<file path="src/hdl/ttc_pkg.sv">
// package: constants, register map and types for the triple timer unit
package ttc_pkg;
  // register byte addresses on the axi4-lite bus
  localparam logic [7:0] ADDR_C01_CTRL  = 8'h00;
  localparam logic [7:0] ADDR_C01_MODE  = 8'h04;
  localparam logic [7:0] ADDR_C0_LOW    = 8'h08;
  localparam logic [7:0] ADDR_C0_HIGH   = 8'h0c;
  localparam logic [7:0] ADDR_C1_LOW    = 8'h10;
  localparam logic [7:0] ADDR_C1_HIGH   = 8'h14;
  localparam logic [7:0] ADDR_C2_CTRL   = 8'h18;
  localparam logic [7:0] ADDR_C2_LOW    = 8'h1c;
  localparam logic [7:0] ADDR_C2_HIGH   = 8'h20;
  localparam logic [7:0] ADDR_RLD_LOW   = 8'h24;
  localparam logic [7:0] ADDR_RLD_HIGH  = 8'h28;
  localparam logic [7:0] ADDR_CAP_BASE  = 8'h30;
  localparam logic [7:0] ADDR_CAP_CMD   = 8'h40;
  localparam logic [7:0] ADDR_FLAG_ACK  = 8'h44;
  // field positions
  localparam int FLD_TF1   = 7;
  localparam int FLD_TR1   = 6;
  localparam int FLD_TF0   = 5;
  localparam int FLD_TR0   = 4;
  localparam int FLD_GATE1 = 7;
  localparam int FLD_CT1   = 6;
  localparam int FLD_MODE1 = 4;
  localparam int FLD_GATE0 = 3;
  localparam int FLD_CT0   = 2;
  localparam int FLD_MODE0 = 0;
  localparam int FLD_PSEL  = 7;
  localparam int FLD_RLD   = 3;
  localparam int FLD_ISEL  = 0;
  // reset values
  localparam logic [7:0] RST_BYTE = 8'h00;
  // timing
  localparam int          CLK_MHZ     = 200;
  localparam logic [4:0]  DIV_BASE    = 5'd12;
  localparam logic [4:0]  DIV_SLOW    = 5'd24;
  localparam int          LFCLK_DIV_W = 8;
  localparam logic [7:0]  LFCLK_DIV   = 8'hc8;
  localparam int          NUM_CAP     = 4;
  // mode encodings
  localparam logic [1:0] MODE_13BIT = 2'b00;
  localparam logic [1:0] MODE_16BIT = 2'b01;
  localparam logic [1:0] MODE_8RLD  = 2'b10;
  localparam logic [1:0] MODE_SPLIT = 2'b11;
  localparam logic [1:0] ISEL_STOP  = 2'b00;
  localparam logic [1:0] ISEL_CLK   = 2'b01;
  localparam logic [1:0] ISEL_EVT   = 2'b10;
  localparam logic [1:0] ISEL_GATED = 2'b11;
  localparam logic [1:0] RLD_OVF    = 2'b10;
  localparam logic [1:0] RLD_TRIG   = 2'b11;

  typedef enum logic [2:0] {
    TTC_IDLE = 3'b001,
    TTC_RESP = 3'b010,
    TTC_RDAT = 3'b100
  } ttc_bus_e;

  typedef struct packed {
    logic [7:0] high;
    logic [7:0] low;
  } ttc_count_s;
endpackage

</file>
<file path="src/hdl/ttc_fall_det.sv">
// falling edge detector on a synchronous input, one detection per edge
`timescale 1ns/10ps
module ttc_fall_det
  import ttc_pkg::*;
(
  input  wire logic mclk,
  input  wire logic reset,
  input  wire logic pin,
  output logic      fall
);
  logic pin_r;

  always_ff @(posedge mclk) begin
    if (reset) begin
      pin_r <= 1'b1;
    end else begin
      pin_r <= pin;
    end
  end

  always_ff @(posedge mclk) begin
    if (reset) begin
      fall <= 1'b0;
    end else begin
      fall <= pin_r & ~pin;
    end
  end
endmodule

</file>
<file path="src/hdl/ttc_divider.sv">
// programmable divider giving a one-cycle enable pulse
`timescale 1ns/10ps
module ttc_divider
  import ttc_pkg::*;
#(
  parameter int W = 5
) (
  input  wire logic         mclk,
  input  wire logic         reset,
  input  wire logic [W-1:0] period,
  output logic              tick
);
  logic [W-1:0] cnt_r;

  always_ff @(posedge mclk) begin
    if (reset) begin
      cnt_r <= '0;
    end else if (cnt_r >= period - W'(1)) begin
      cnt_r <= '0;
    end else begin
      cnt_r <= cnt_r + W'(1);
    end
  end

  assign tick = (cnt_r >= period - W'(1));
endmodule

</file>
<file path="src/hdl/ttc_top.sv">
// three timer/counters with an axi4-lite register slave
`timescale 1ns/10ps
module ttc_top
  import ttc_pkg::*;
(
  input  wire logic        mclk,
  input  wire logic        reset,
  input  wire logic [7:0]  s_axi_awaddr,
  input  wire logic        s_axi_awvalid,
  output logic             s_axi_awready,
  input  wire logic [31:0] s_axi_wdata,
  input  wire logic [3:0]  s_axi_wstrb,
  input  wire logic        s_axi_wvalid,
  output logic             s_axi_wready,
  output logic [1:0]       s_axi_bresp,
  output logic             s_axi_bvalid,
  input  wire logic        s_axi_bready,
  input  wire logic [7:0]  s_axi_araddr,
  input  wire logic        s_axi_arvalid,
  output logic             s_axi_arready,
  output logic [31:0]      s_axi_rdata,
  output logic [1:0]       s_axi_rresp,
  output logic             s_axi_rvalid,
  input  wire logic        s_axi_rready,
  input  wire logic        count_pin_zero,
  input  wire logic        count_pin_one,
  input  wire logic        count_pin_two,
  input  wire logic        gate_pin_zero,
  input  wire logic        gate_pin_one,
  input  wire logic        isr_enter_zero,
  input  wire logic        isr_enter_one,
  output logic             overflow_zero,
  output logic             overflow_one,
  output logic             counter1_baud_tick
);
  logic [7:0]  counter01_control_reg_r;
  logic [7:0]  counter01_mode_reg_r;
  logic [7:0]  counter2_control_r;
  ttc_count_s  cnt0_r, cnt1_r, cnt2_r, rld_r;
  logic [15:0] cap_r [NUM_CAP];
  logic        tf0_r, tf1_r;

  // ---- bus slave ----
  logic       aw_hold_r, w_hold_r;
  logic [7:0] aw_addr_r;
  logic [31:0] w_data_r;
  logic [3:0] w_strb_r;
  logic       wr_go;
  logic [7:0] ra;
  logic [7:0] rd_byte;
  logic       rd_ok;

  assign s_axi_awready = ~aw_hold_r & ~s_axi_bvalid;
  assign s_axi_wready  = ~w_hold_r & ~s_axi_bvalid;
  assign s_axi_arready = ~s_axi_rvalid;
  assign wr_go = aw_hold_r & w_hold_r & ~s_axi_bvalid;

  always_ff @(posedge mclk) begin
    if (reset) begin
      aw_hold_r <= 1'b0;
      w_hold_r  <= 1'b0;
      aw_addr_r <= 8'h00;
      w_data_r  <= 32'h0000_0000;
      w_strb_r  <= 4'h0;
    end else begin
      if (s_axi_awvalid & s_axi_awready) begin
        aw_hold_r <= 1'b1;
        aw_addr_r <= s_axi_awaddr;
      end else if (wr_go) begin
        aw_hold_r <= 1'b0;
      end
      if (s_axi_wvalid & s_axi_wready) begin
        w_hold_r <= 1'b1;
        w_data_r <= s_axi_wdata;
        w_strb_r <= s_axi_wstrb;
      end else if (wr_go) begin
        w_hold_r <= 1'b0;
      end
    end
  end

  logic wr_hit;
  always_comb begin
    case (aw_addr_r)
      ADDR_C01_CTRL, ADDR_C01_MODE, ADDR_C0_LOW, ADDR_C0_HIGH,
      ADDR_C1_LOW, ADDR_C1_HIGH, ADDR_C2_CTRL, ADDR_C2_LOW,
      ADDR_C2_HIGH, ADDR_RLD_LOW, ADDR_RLD_HIGH, ADDR_CAP_CMD,
      ADDR_FLAG_ACK: wr_hit = 1'b1;
      default:       wr_hit = 1'b0;
    endcase
  end

  always_ff @(posedge mclk) begin
    if (reset) begin
      s_axi_bvalid <= 1'b0;
      s_axi_bresp  <= 2'b00;
    end else if (wr_go) begin
      s_axi_bvalid <= 1'b1;
      s_axi_bresp  <= wr_hit ? 2'b00 : 2'b10;
    end else if (s_axi_bready) begin
      s_axi_bvalid <= 1'b0;
    end
  end

  logic       we;
  logic [7:0] wb;
  assign we = wr_go & w_strb_r[0];
  assign wb = w_data_r[7:0];

  always_comb begin
    ra      = s_axi_araddr;
    rd_ok   = 1'b1;
    rd_byte = 8'h00;
    case (ra)
      ADDR_C01_CTRL: rd_byte = counter01_control_reg_r;
      ADDR_C01_MODE: rd_byte = counter01_mode_reg_r;
      ADDR_C0_LOW:   rd_byte = cnt0_r.low;
      ADDR_C0_HIGH:  rd_byte = cnt0_r.high;
      ADDR_C1_LOW:   rd_byte = cnt1_r.low;
      ADDR_C1_HIGH:  rd_byte = cnt1_r.high;
      ADDR_C2_CTRL:  rd_byte = counter2_control_r;
      ADDR_C2_LOW:   rd_byte = cnt2_r.low;
      ADDR_C2_HIGH:  rd_byte = cnt2_r.high;
      ADDR_RLD_LOW:  rd_byte = rld_r.low;
      ADDR_RLD_HIGH: rd_byte = rld_r.high;
      ADDR_CAP_CMD, ADDR_FLAG_ACK: rd_byte = 8'h00;
      default: begin
        if (ra[7:4] == ADDR_CAP_BASE[7:4] && ra[1:0] == 2'b00) begin
          rd_byte = ra[2] ? cap_r[ra[3]][15:8]
                          : cap_r[ra[3]][7:0];
        end else begin
          rd_ok = 1'b0;
        end
      end
    endcase
  end

  always_ff @(posedge mclk) begin
    if (reset) begin
      s_axi_rvalid <= 1'b0;
      s_axi_rdata  <= 32'h0000_0000;
      s_axi_rresp  <= 2'b00;
    end else if (s_axi_arvalid & s_axi_arready) begin
      s_axi_rvalid <= 1'b1;
      s_axi_rdata  <= {24'h00_0000, rd_byte};
      s_axi_rresp  <= rd_ok ? 2'b00 : 2'b10;
    end else if (s_axi_rready) begin
      s_axi_rvalid <= 1'b0;
    end
  end

  // ---- prescalers and edges ----
  logic tick12, tick24, tick_lf;
  logic fall0, fall1, fall2, fall_ex;
  logic lf_half_r;

  ttc_divider #(.W(5)) u_div12 (
    .mclk   (mclk),
    .reset  (reset),
    .period (DIV_BASE),
    .tick   (tick12)
  );
  ttc_divider #(.W(5)) u_div24 (
    .mclk   (mclk),
    .reset  (reset),
    .period (DIV_SLOW),
    .tick   (tick24)
  );
  ttc_divider #(.W(LFCLK_DIV_W)) u_divlf (
    .mclk   (mclk),
    .reset  (reset),
    .period (LFCLK_DIV),
    .tick   (tick_lf)
  );
  ttc_fall_det u_fd0 (.mclk(mclk), .reset(reset), .pin(count_pin_zero),
                      .fall(fall0));
  ttc_fall_det u_fd1 (.mclk(mclk), .reset(reset), .pin(count_pin_one),
                      .fall(fall1));
  ttc_fall_det u_fd2 (.mclk(mclk), .reset(reset), .pin(count_pin_two),
                      .fall(fall2));
  ttc_fall_det u_fdx (.mclk(mclk), .reset(reset), .pin(lf_half_r),
                      .fall(fall_ex));

  // internal reload trigger: half of the low frequency clock
  // resets high to match the edge detector, so no false edge follows
  always_ff @(posedge mclk) begin
    if (reset) begin
      lf_half_r <= 1'b1;
    end else if (tick_lf) begin
      lf_half_r <= ~lf_half_r;
    end
  end

  // ---- step enables for counters zero and one ----
  logic [1:0] mode0, mode1;
  logic       run0, run1, run_hi;
  logic       step0, step1, step_hi;
  assign mode0 = counter01_mode_reg_r[FLD_MODE0+:2];
  assign mode1 = counter01_mode_reg_r[FLD_MODE1+:2];
  assign run0 = counter01_control_reg_r[FLD_TR0] &
    (~counter01_mode_reg_r[FLD_GATE0] | gate_pin_zero);
  assign run1 = counter01_control_reg_r[FLD_TR1] &
    (~counter01_mode_reg_r[FLD_GATE1] | gate_pin_one);
  assign run_hi = counter01_control_reg_r[FLD_TR1];
  assign step0 = run0 &
    (counter01_mode_reg_r[FLD_CT0] ? fall0 : tick12);
  assign step1 = run1 & (mode1 != MODE_SPLIT) &
    (counter01_mode_reg_r[FLD_CT1] ? fall1 : tick12);
  assign step_hi = run_hi & tick12 & (mode0 == MODE_SPLIT);

  // next value and overflow of one counter per mode
  function automatic logic [16:0] ttc_next(input ttc_count_s c,
                                           input logic [1:0] m);
    logic [8:0] lo9;
    ttc_next = {1'b0, c};
    lo9 = {1'b0, c.low} + 9'h001;
    case (m)
      MODE_13BIT: begin
        if (c.low[4:0] == 5'h1f) begin
          ttc_next = {(c.high == 8'hff), c.high + 8'h01,
                      c.low[7:5], 5'h00};
        end else begin
          ttc_next = {1'b0, c.high, c.low[7:5], c.low[4:0] + 5'h01};
        end
      end
      MODE_16BIT: ttc_next = {1'b0, c} + 17'h00001;
      MODE_8RLD: begin
        ttc_next = lo9[8] ? {1'b1, c.high, c.high}
                          : {1'b0, c.high, lo9[7:0]};
      end
      MODE_SPLIT: ttc_next = {lo9[8], c.high, lo9[7:0]};
      default:    ttc_next = {1'b0, c};
    endcase
  endfunction

  logic [16:0] n0, n1;
  logic [8:0]  hi_n;
  assign n0 = ttc_next(cnt0_r, mode0);
  assign n1 = ttc_next(cnt1_r, mode1);
  assign hi_n = {1'b0, cnt0_r.high} + 9'h001;

  // counter zero; in mode 3 its high byte is a separate timer
  always_ff @(posedge mclk) begin
    if (reset) begin
      cnt0_r <= '0;
    end else begin
      if (we && aw_addr_r == ADDR_C0_LOW) begin
        cnt0_r.low <= wb;
      end else if (step0) begin
        cnt0_r.low <= n0[7:0];
      end
      if (we && aw_addr_r == ADDR_C0_HIGH) begin
        cnt0_r.high <= wb;
      end else if (mode0 == MODE_SPLIT) begin
        if (step_hi) begin
          cnt0_r.high <= hi_n[7:0];
        end
      end else if (step0) begin
        cnt0_r.high <= n0[15:8];
      end
    end
  end

  // counter one keeps running in modes 0-2 beside split zero
  always_ff @(posedge mclk) begin
    if (reset) begin
      cnt1_r <= '0;
    end else if (we && aw_addr_r == ADDR_C1_LOW) begin
      cnt1_r.low <= wb;
    end else if (we && aw_addr_r == ADDR_C1_HIGH) begin
      cnt1_r.high <= wb;
    end else if (step1) begin
      cnt1_r <= n1[15:0];
    end
  end

  assign counter1_baud_tick = step1 & n1[16];

  // overflow flags: set wins over service clear
  logic ovf0, ovf1;
  assign ovf0 = step0 & n0[16];
  assign ovf1 = (mode0 == MODE_SPLIT) ? (step_hi & hi_n[8])
                                      : (step1 & n1[16]);
  always_ff @(posedge mclk) begin
    if (reset) begin
      tf0_r <= 1'b0;
      tf1_r <= 1'b0;
    end else begin
      if (ovf0) begin
        tf0_r <= 1'b1;
      end else if (isr_enter_zero |
                   (we && aw_addr_r == ADDR_FLAG_ACK && wb[0])) begin
        tf0_r <= 1'b0;
      end
      if (ovf1) begin
        tf1_r <= 1'b1;
      end else if (isr_enter_one |
                   (we && aw_addr_r == ADDR_FLAG_ACK && wb[1])) begin
        tf1_r <= 1'b0;
      end
    end
  end
  assign overflow_zero = tf0_r;
  assign overflow_one  = tf1_r;

  // control registers; flag bits read as copies of tf0_r and tf1_r, one cycle late
  always_ff @(posedge mclk) begin
    if (reset) begin
      counter01_control_reg_r <= RST_BYTE;
      counter01_mode_reg_r    <= RST_BYTE;
      counter2_control_r      <= RST_BYTE;
    end else begin
      counter01_control_reg_r[FLD_TF1] <= tf1_r;
      counter01_control_reg_r[FLD_TF0] <= tf0_r;
      if (we && aw_addr_r == ADDR_C01_CTRL) begin
        counter01_control_reg_r[FLD_TR1] <= wb[FLD_TR1];
        counter01_control_reg_r[FLD_TR0] <= wb[FLD_TR0];
        counter01_control_reg_r[3:0]     <= wb[3:0];
      end
      if (we && aw_addr_r == ADDR_C01_MODE) begin
        counter01_mode_reg_r <= wb;
      end
      if (we && aw_addr_r == ADDR_C2_CTRL) begin
        counter2_control_r <= wb;
      end
    end
  end

  // ---- counter two ----
  logic [1:0]  isel, rmode;
  logic        ptick, step2, rld2;
  logic [16:0] n2;
  assign isel  = counter2_control_r[FLD_ISEL+:2];
  assign rmode = counter2_control_r[FLD_RLD+:2];
  assign ptick = counter2_control_r[FLD_PSEL] ? tick24 : tick12;
  always_comb begin
    case (isel)
      ISEL_STOP:  step2 = 1'b0;
      ISEL_CLK:   step2 = ptick;
      ISEL_EVT:   step2 = fall2;
      ISEL_GATED: step2 = ptick & count_pin_two;
      default:    step2 = 1'b0;
    endcase
  end
  assign n2 = {1'b0, cnt2_r} + 17'h00001;
  always_comb begin
    case (rmode)
      RLD_OVF:  rld2 = step2 & n2[16];
      RLD_TRIG: rld2 = fall_ex;
      default:  rld2 = 1'b0;
    endcase
  end

  always_ff @(posedge mclk) begin
    if (reset) begin
      cnt2_r <= '0;
    end else if (we && aw_addr_r == ADDR_C2_LOW) begin
      cnt2_r.low <= wb;
    end else if (we && aw_addr_r == ADDR_C2_HIGH) begin
      cnt2_r.high <= wb;
    end else if (rld2) begin
      cnt2_r <= rld_r;
    end else if (step2) begin
      cnt2_r <= n2[15:0];
    end
  end

  always_ff @(posedge mclk) begin
    if (reset) begin
      rld_r <= '0;
    end else if (we && aw_addr_r == ADDR_RLD_LOW) begin
      rld_r.low <= wb;
    end else if (we && aw_addr_r == ADDR_RLD_HIGH) begin
      rld_r.high <= wb;
    end
  end

  // captures latch the live count; the counter keeps running
  always_ff @(posedge mclk) begin
    if (reset) begin
      for (int i = 0; i < NUM_CAP; i++) begin
        cap_r[i] <= 16'h0000;
      end
    end else if (we && aw_addr_r == ADDR_CAP_CMD) begin
      for (int i = 0; i < NUM_CAP; i++) begin
        if (wb[i]) begin
          cap_r[i] <= cnt2_r;
        end
      end
    end
  end
endmodule

</file>
<file path="config.mk">
export PLATFORM = sky130hd
export DESIGN_NAME = ttc_top
export DESIGN_NICKNAME = d
export VERILOG_FILES = /design/src/hdl/ttc_pkg.sv /design/src/hdl/ttc_fall_det.sv /design/src/hdl/ttc_divider.sv /design/src/hdl/ttc_top.sv
export SDC_FILE = /design/constraint.sdc
export NUM_CORES = 1
export LEC_CHECK = 0
export ABC_AREA = 1
export BUFFER_PORTS_ARGS = -buffer_cell sky130_fd_sc_hd__buf_2
export CORE_MARGIN = 1.5
export CORE_UTILIZATION = 30
export DETAILED_ROUTE_END_ITERATION = 7
export GPL_ROUTABILITY_DRIVEN = 0
export GPL_TIMING_DRIVEN = 1
export PLACE_DENSITY = 0.47
export SETUP_SLACK_MARGIN = 0.02
export SLEW_MARGIN = 15
export SYNTH_ARGS = -nofsm -noshare
export SYNTH_HDL_FRONTEND = slang
export SYNTH_SLANG_ARGS = --single-unit
export TNS_END_PERCENT = 5
</file>
<file path="constraint.sdc">
create_clock -name mclk -period 3 [get_ports mclk]
set_input_delay 0.15 -clock mclk [delete_from_list [all_inputs] [get_ports mclk]]
set_output_delay 0.15 -clock mclk [all_outputs]
set_load 0.1 [all_outputs]
</file>
==> Word level (Yosys, flattened, before mapping) <==
Memory sizes are Yosys's and may differ from the RTL's.
Cells that the tools add are included.
{ "op_classes": {"bitwise_logic": 45, "shifts": 0, "mul": 0, "div": 0, "magnitude_cmp": 3, "n_addsub": 13, "n_eq_ne": 51, "n_reduce_logical": 48, "muxes": 68} }
{ "op_table": {"columns": ["op", "n"], "rows": [
  ["case mux 17 bit (4 select lines)", 2],
  ["two-way mux 16 bit", 7],
  ["two-way mux 8 bit", 14],
  ["case mux 8 bit (12 select lines)", 1],
  ["two-way mux 17 bit", 4],
  ["== test 8 x 5 -> 1 bit, second input constant", 8],
  ["adder 16 x 1 -> 17 bit, second input constant", 3],
  ["== test 8 x 6 -> 1 bit, second input constant", 6],
  ["two-way mux 1 bit", 36],
  ["== test 8 x 4 -> 1 bit, second input constant", 4],
  ["== test 8 x 7 -> 1 bit, second input constant", 4],
  ["adder 8 x 1 -> 9 bit, second input constant", 3],
  ["OR reduction 13 bit", 2],
  ["adder 8 x 1 -> 8 bit, second input constant", 3],
  ["bitwise AND 1 bit", 24],
  ["adder 5 x 1 -> 5 bit, second input constant", 4],
  ["nonzero test 2 bit", 9],
  ["== test 2 bit, second input constant", 8],
  ["== test 8 x 3 -> 1 bit, second input constant", 2],
  ["== test 8 bit, second input constant", 2],
  ["logical AND 1 bit", 16],
  ["logical NOT 8 bit", 2],
  ["inequality test 2 bit, second input constant", 7],
  ["NOT 1 bit", 13],
  ["other kinds (19)", 44]
]} }
{ "word_totals": {"ff_bits": 150, "input_bits": 66, "romBits": 0, "output_inout_bits": 44, "elab_cells": 267, "ramBits": 64, "latchBits": 0, "n_memories": 1} }
{ "memory_table": {"columns": ["memory", "depth", "width", "read_ports", "rd_ports_with_merged_regs", "wr", "line", "source"], "rows": [
  ["cap_r", 4, 16, 1, 0, 4, "ttc_top.sv:40", "logic [15:0] cap_r [NUM_CAP];"]
]} }

==> Depth between registers and ports, before layout <==
{ "depth": {"depth_word": 9, "ltp_mapped": 16} }

==> Hierarchy <==
From an unflattened synthesis, not the netlist that was laid out.
{ "unflattened": {"cells_unflattened": 1547, "area_unflattened_um2": 10819.1} }
{ "modules_own_cells": {"columns": ["mod", "cells_per_inst", "n_inst", "area_each_um2"], "rows": [
  ["ttc_top", 1336, 1, 9172.5],
  ["ttc_divider (u_div12 ...)", 48, 2, 374.1],
  ["ttc_divider (u_divlf)", 91, 1, 668.1],
  ["ttc_fall_det", 6, 4, 57.6]
]} }

==> Least setup slack after synthesis <==
No wires, ideal clock.
{ "synth_path": {"path_type": "register to register", "start": "register s_axi_bvalid", "end": "memory cap_r[0][0], enable pin", "n_path_buf": 0, "stages_incl_launch_ff": 6, "setup_time_ps": 414, "t_arrival_ps": 2605, "path_slack_ps": -20, "cell_sequence": "dfxtp_1 nor2_2 nand2_4 nor2_8 nand2_4 o31ai_1"} }
{ "synth_lines": {"columns": ["element", "line", "source"], "rows": [
  ["start: declaration", "ttc_top.sv:16", "output logic s_axi_bvalid,"],
  ["start signal: assignment", "ttc_top.sv:95", "s_axi_bvalid <= 1'b0;"],
  ["start signal: assignment", "ttc_top.sv:98", "s_axi_bvalid <= 1'b1;"],
  ["start signal: assignment", "ttc_top.sv:101", "s_axi_bvalid <= 1'b0;"],
  ["end: declaration", "ttc_top.sv:40", null]
]} }

==> Worst setup path in the final report <==
{ "layout_path": {"start": "register cnt1_r[8] (netlist bit)", "end": "output counter1_baud_tick"} }
{ "layout_via": {"elab_chain_cells": 4, "word_cells_on_any_way": 5} }
{ "layout_lines": {"columns": ["element", "line", "source"], "rows": [
  ["start: declaration", "ttc_top.sv:39", "ttc_count_s cnt0_r, cnt1_r, cnt2_r, rld_r;"],
  ["start signal: assignment", "ttc_top.sv:273", "cnt1_r <= n1[15:0];"],
  ["branches (longest 2 deep; another with adder 16 x 1 -> 17 bit)", null, null],
  ["case mux 17 bit (4 select lines) (*)", "ttc_top.sv:217", "case (m)"],
  ["bitwise AND 1 bit (*)", "ttc_top.sv:277", "assign counter1_baud_tick = step1 & n1[16];"],
  ["end: declaration", "ttc_top.sv:34", "output logic counter1_baud_tick"]
]} }
Every way passes the cells marked *. The select of a mux whose other input is x is not followed.

==> impl_metrics.tcl <==
set metrics [dict create \
    htree_levels 4 \
    clk_path_buf_depth 2 \
    drt.antenna.violating_nets 0 \
    fin_cells 1954 \
    crit_path_end_kind "output port" \
    critPathTopFamily "buffers and inverters" \
    diodes 0 \
    die_x_um 187 \
    rsz0062_at_grt "no" \
    synth.cell_area_um2 10100 \
    grt_pass1_vias 9186 \
    start_kind "register" \
    vias_per_cell 5.01 \
    placedCellCount 1909 \
    dr_wl_met3_um 1760 \
    area_delta_synth_final_pct 14.2 \
    critPathMaxFanout 5 \
    p_per_area_nw_per_um2 471 \
    ys.flop_type "dfxtp_1" \
    yosys.cell_types.count 56 \
    track_usage_pct 20.1 \
    drc 0 \
    grt-ovfl-total 0 \
    ys_top_cells_by_area "dfxtp_1, edfxtp_1, nand2_1" \
    vias 9791 \
    drt-total-wl_um 34900 \
    hpwl_um 25600 \
    grt_pass1_wl_um 54100 \
    yosysSeqAreaShare_pct 38.8 \
    fin_worst_skew_ns 0.0125 \
    min_path_type "primary input to register" \
    clock_latency_ns 0.45 \
    period_needed_ns 2.53 \
    antenna_found_initial 0 \
    crit_chain "ha_1 -> nand2_1 -> inv_1 -> nand4_1 -> nor2_1 -> nand2_1 -> a21oi_1 -> o21a_1 -> buf_2" \
    die-height_um 187 \
    status "finished clean" \
    post_cts_buffers 0 \
    met1_length_um 17100 \
    cts_root_buf "clkbuf_16" \
    cts.sinks 180 \
    p_leak_nw 4.59 \
    final_layout_size_suffix_gt1_share_pct 11.6 \
    synth_top_area_cell "dfxtp_1" \
    die_area_um2 34800 \
    critPathKind "register to output port" \
    period_share_pct 84.3 \
    peakVddDrop_mv 0.371 \
    synthArstFlopShare_pct 0 \
    num_rows 67 \
    setup_viol 0 \
    wl_per_cell_um 17.8 \
    core_area_um2 33400 \
    port_buffers 56 \
    fmax_mhz 395 \
    synth.avg_cell_area_um2 7.12 \
    relSlewSlack_pct 52.9 \
    grt_max_degree 48 \
    slew_violations 0 \
    cts_inserted_buffers 17 \
    wl_met2_um 15500 \
    synth_common_cells "nand2_1, nor2_1, inv_1" \
    first_iter_violations 857 \
    tritoncts "built" \
    hold_viol_final 0 \
    io_pins 110 \
    synthCells 1421 \
    arrival_ns 2.38 \
    yosysMostFrequentCell "nand2_1" \
    slowest_stage "buf_2" \
    drv_cap 0 \
    fin_nets 1569 \
    worstPathRequired_ns 2.85 \
    cpPeakStageDelay_ns 0.45 \
    start_util_pct 30.3 \
    cpMostUsedCell "nand2_1" \
    yosys_warnings 0 \
    ys_seq_elements 180 \
    synth_edf_count 32 \
    synth.top_cell.area_share_pct 29.3 \
    tightest_slew_ns 0.705 \
    drt_first_pass_iters 5 \
    crit_buf_inv 2 \
    cts.clk_slew.worst_paths_ns 0.07 \
    dr.max_layer_used "met4" \
    timing.hold.ws_ns 0.00709 \
]
==> logic make-up (layout without fill, tap and decap cells) <==
group	after synthesis	after routing	share of synthesized area (%)
buffers and inverters	238	297	10.4
and+or+nand+nor	639	639	28.9
AOI/OAI and AO/OA	328	328	18.5
DFF	180	180	38.8
xor gates and xnor gates	25	25	2.16
other	1	27	0.0371
adders and majority gates	10	10	1.24
==> metrics by stage <==
step | TNS [ns] | setup slack [ns] | instance area [µm²] | power [W] | util (%)
after CTS | 0 | 0.463 | 11500 | 0.00547 | 34.6
after global routing | 0 | 0.236 | 11500 | 0.00563 | 34.6
after global placement | 0 | 0.674 | 10900 | 0.00326 | 32.5
after floorplan | -0.713 | -0.0197 | 10200 | 0.00309 | -
final | 0 | 0.470 | 11500 | 0.00544 | 34.6
after detailed placement | 0 | 0.636 | 10900 | 0.00326 | 32.5
==> what timing repair did <==
action / CTS / global route
setup endpoints to repair: 0 / 0
hold buffers: 13 / 0
gates resized for setup: 0 / 0
endpoints found under the hold margin: 16 / 0
==> placed cells by master, fill, tap and decap left out, types with 4 or more instances in the layout <==
cell	synthesis	final
or2_2	5	5
nand3_1	115	115
a31oi_1	11	11
o221ai_1	5	5
a21oi_1	96	96
buf_2	9	56
nor4_1	4	4
dfxtp_1	148	148
inv_2	10	11
clkbuf_16	0	18
dlygate4sd3_1	0	13
ha_1	10	10
nor2_2	7	7
nand2_2	7	7
nand4_1	19	19
o211ai_1	12	12
buf_4	31	22
o21ai_0	131	131
nor3_2	4	4
clkinv_4	0	4
nand2_1	219	219
o22ai_1	24	24
nor3_1	30	30
edfxtp_1	32	32
inv_1	158	157
conb_1	1	27
nor2_4	6	6
a22oi_1	5	5
nor2_1	204	204
xor2_1	24	24
a211oi_1	21	21
==> path summary, 6_finish.rpt <==
| path | start | to | slack, ns | cells past startpoint |
|---|---|---|---|---|
| min | s_axi_wdata[1] | w_data_r[1]$_SDFFE_PP0P_ | 0.007 | 3 |
| max reg2reg | cnt2_r[1]$_SDFFE_PP0P_ | cnt2_r[14]$_SDFFE_PP0P_ | 0.64 | 14 |
| min reg2reg | u_fd2.pin_r$_SDFF_PP1_ | u_fd2.fall$_SDFF_PP0_ | 0.41 | 2 |
| max | cnt1_r[8]$_SDFFE_PP0P_ | counter1_baud_tick | 0.47 | 9 |
==> where the power goes <==
group | switching (W) | total, W | internal [W] | leakage (nW)
logic | 0.000515 | 0.000634 | 0.000119 | 2.79
clock network | 0.00107 | 0.00221 | 0.00114 | 0.271
registers | 0.0000732 | 0.00259 | 0.00252 | 1.53
total | 0.00166 | 0.00544 | 0.00378 | 4.59
==> final cells by class <==
| class | instances | area (µm²) |
|---|---|---|
| multi-input cells | 1029 | 5250 |
| flip-flops and latches | 180 | 3920 |
| fillers | 3663 | 21800 |
| repair buffers | 92 | 596 |
| clock buffers | 19 | 464 |
| inverters | 173 | 657 |
| well taps | 448 | 561 |
| clock inverters | 13 | 98.8 |
==> flip-flops by register name (all words and copies together), names as in the netlist, 5 cells and up <==
name / count
u_div12.cnt_r: 5
cnt1_r: 16
counter01_mode_reg_r: 8
u_div24.cnt_r: 5
rld_r: 16
u_divlf.cnt_r: 8
aw_addr_r: 8
cap_r: 32
cnt0_r: 16
counter2_control_r: 8
counter01_control_reg_r: 8
cnt2_r: 16
s_axi_rdata: 8
w_data_r: 8
==> metal layers <==
layer  vias to the layer above  global-route usage, %
li1                       4876                      -
met1                      4584                   28.9
met2                       292                   31.3
met3                        39                   3.18
met4                         0                   5.21
met5                         -                      0
==> worst register-to-register path, stage by stage, from the launching register on <==
cell and delay [ns]:
dfxtp_1 0.38, ha_1 0.18, nand2_1 0.08, inv_2 0.09, nand2_2 0.07, nor2_4 0.12
nand3_2 0.09, nor2_1 0.16, nand3_2 0.27, nand2_2 0.40, nand2_1 0.10, o21ai_0 0.09
nor2_1 0.06, nor2_1 0.12, nor2_1 0.05
Note: power is estimated with default switching activity, not from simulation.
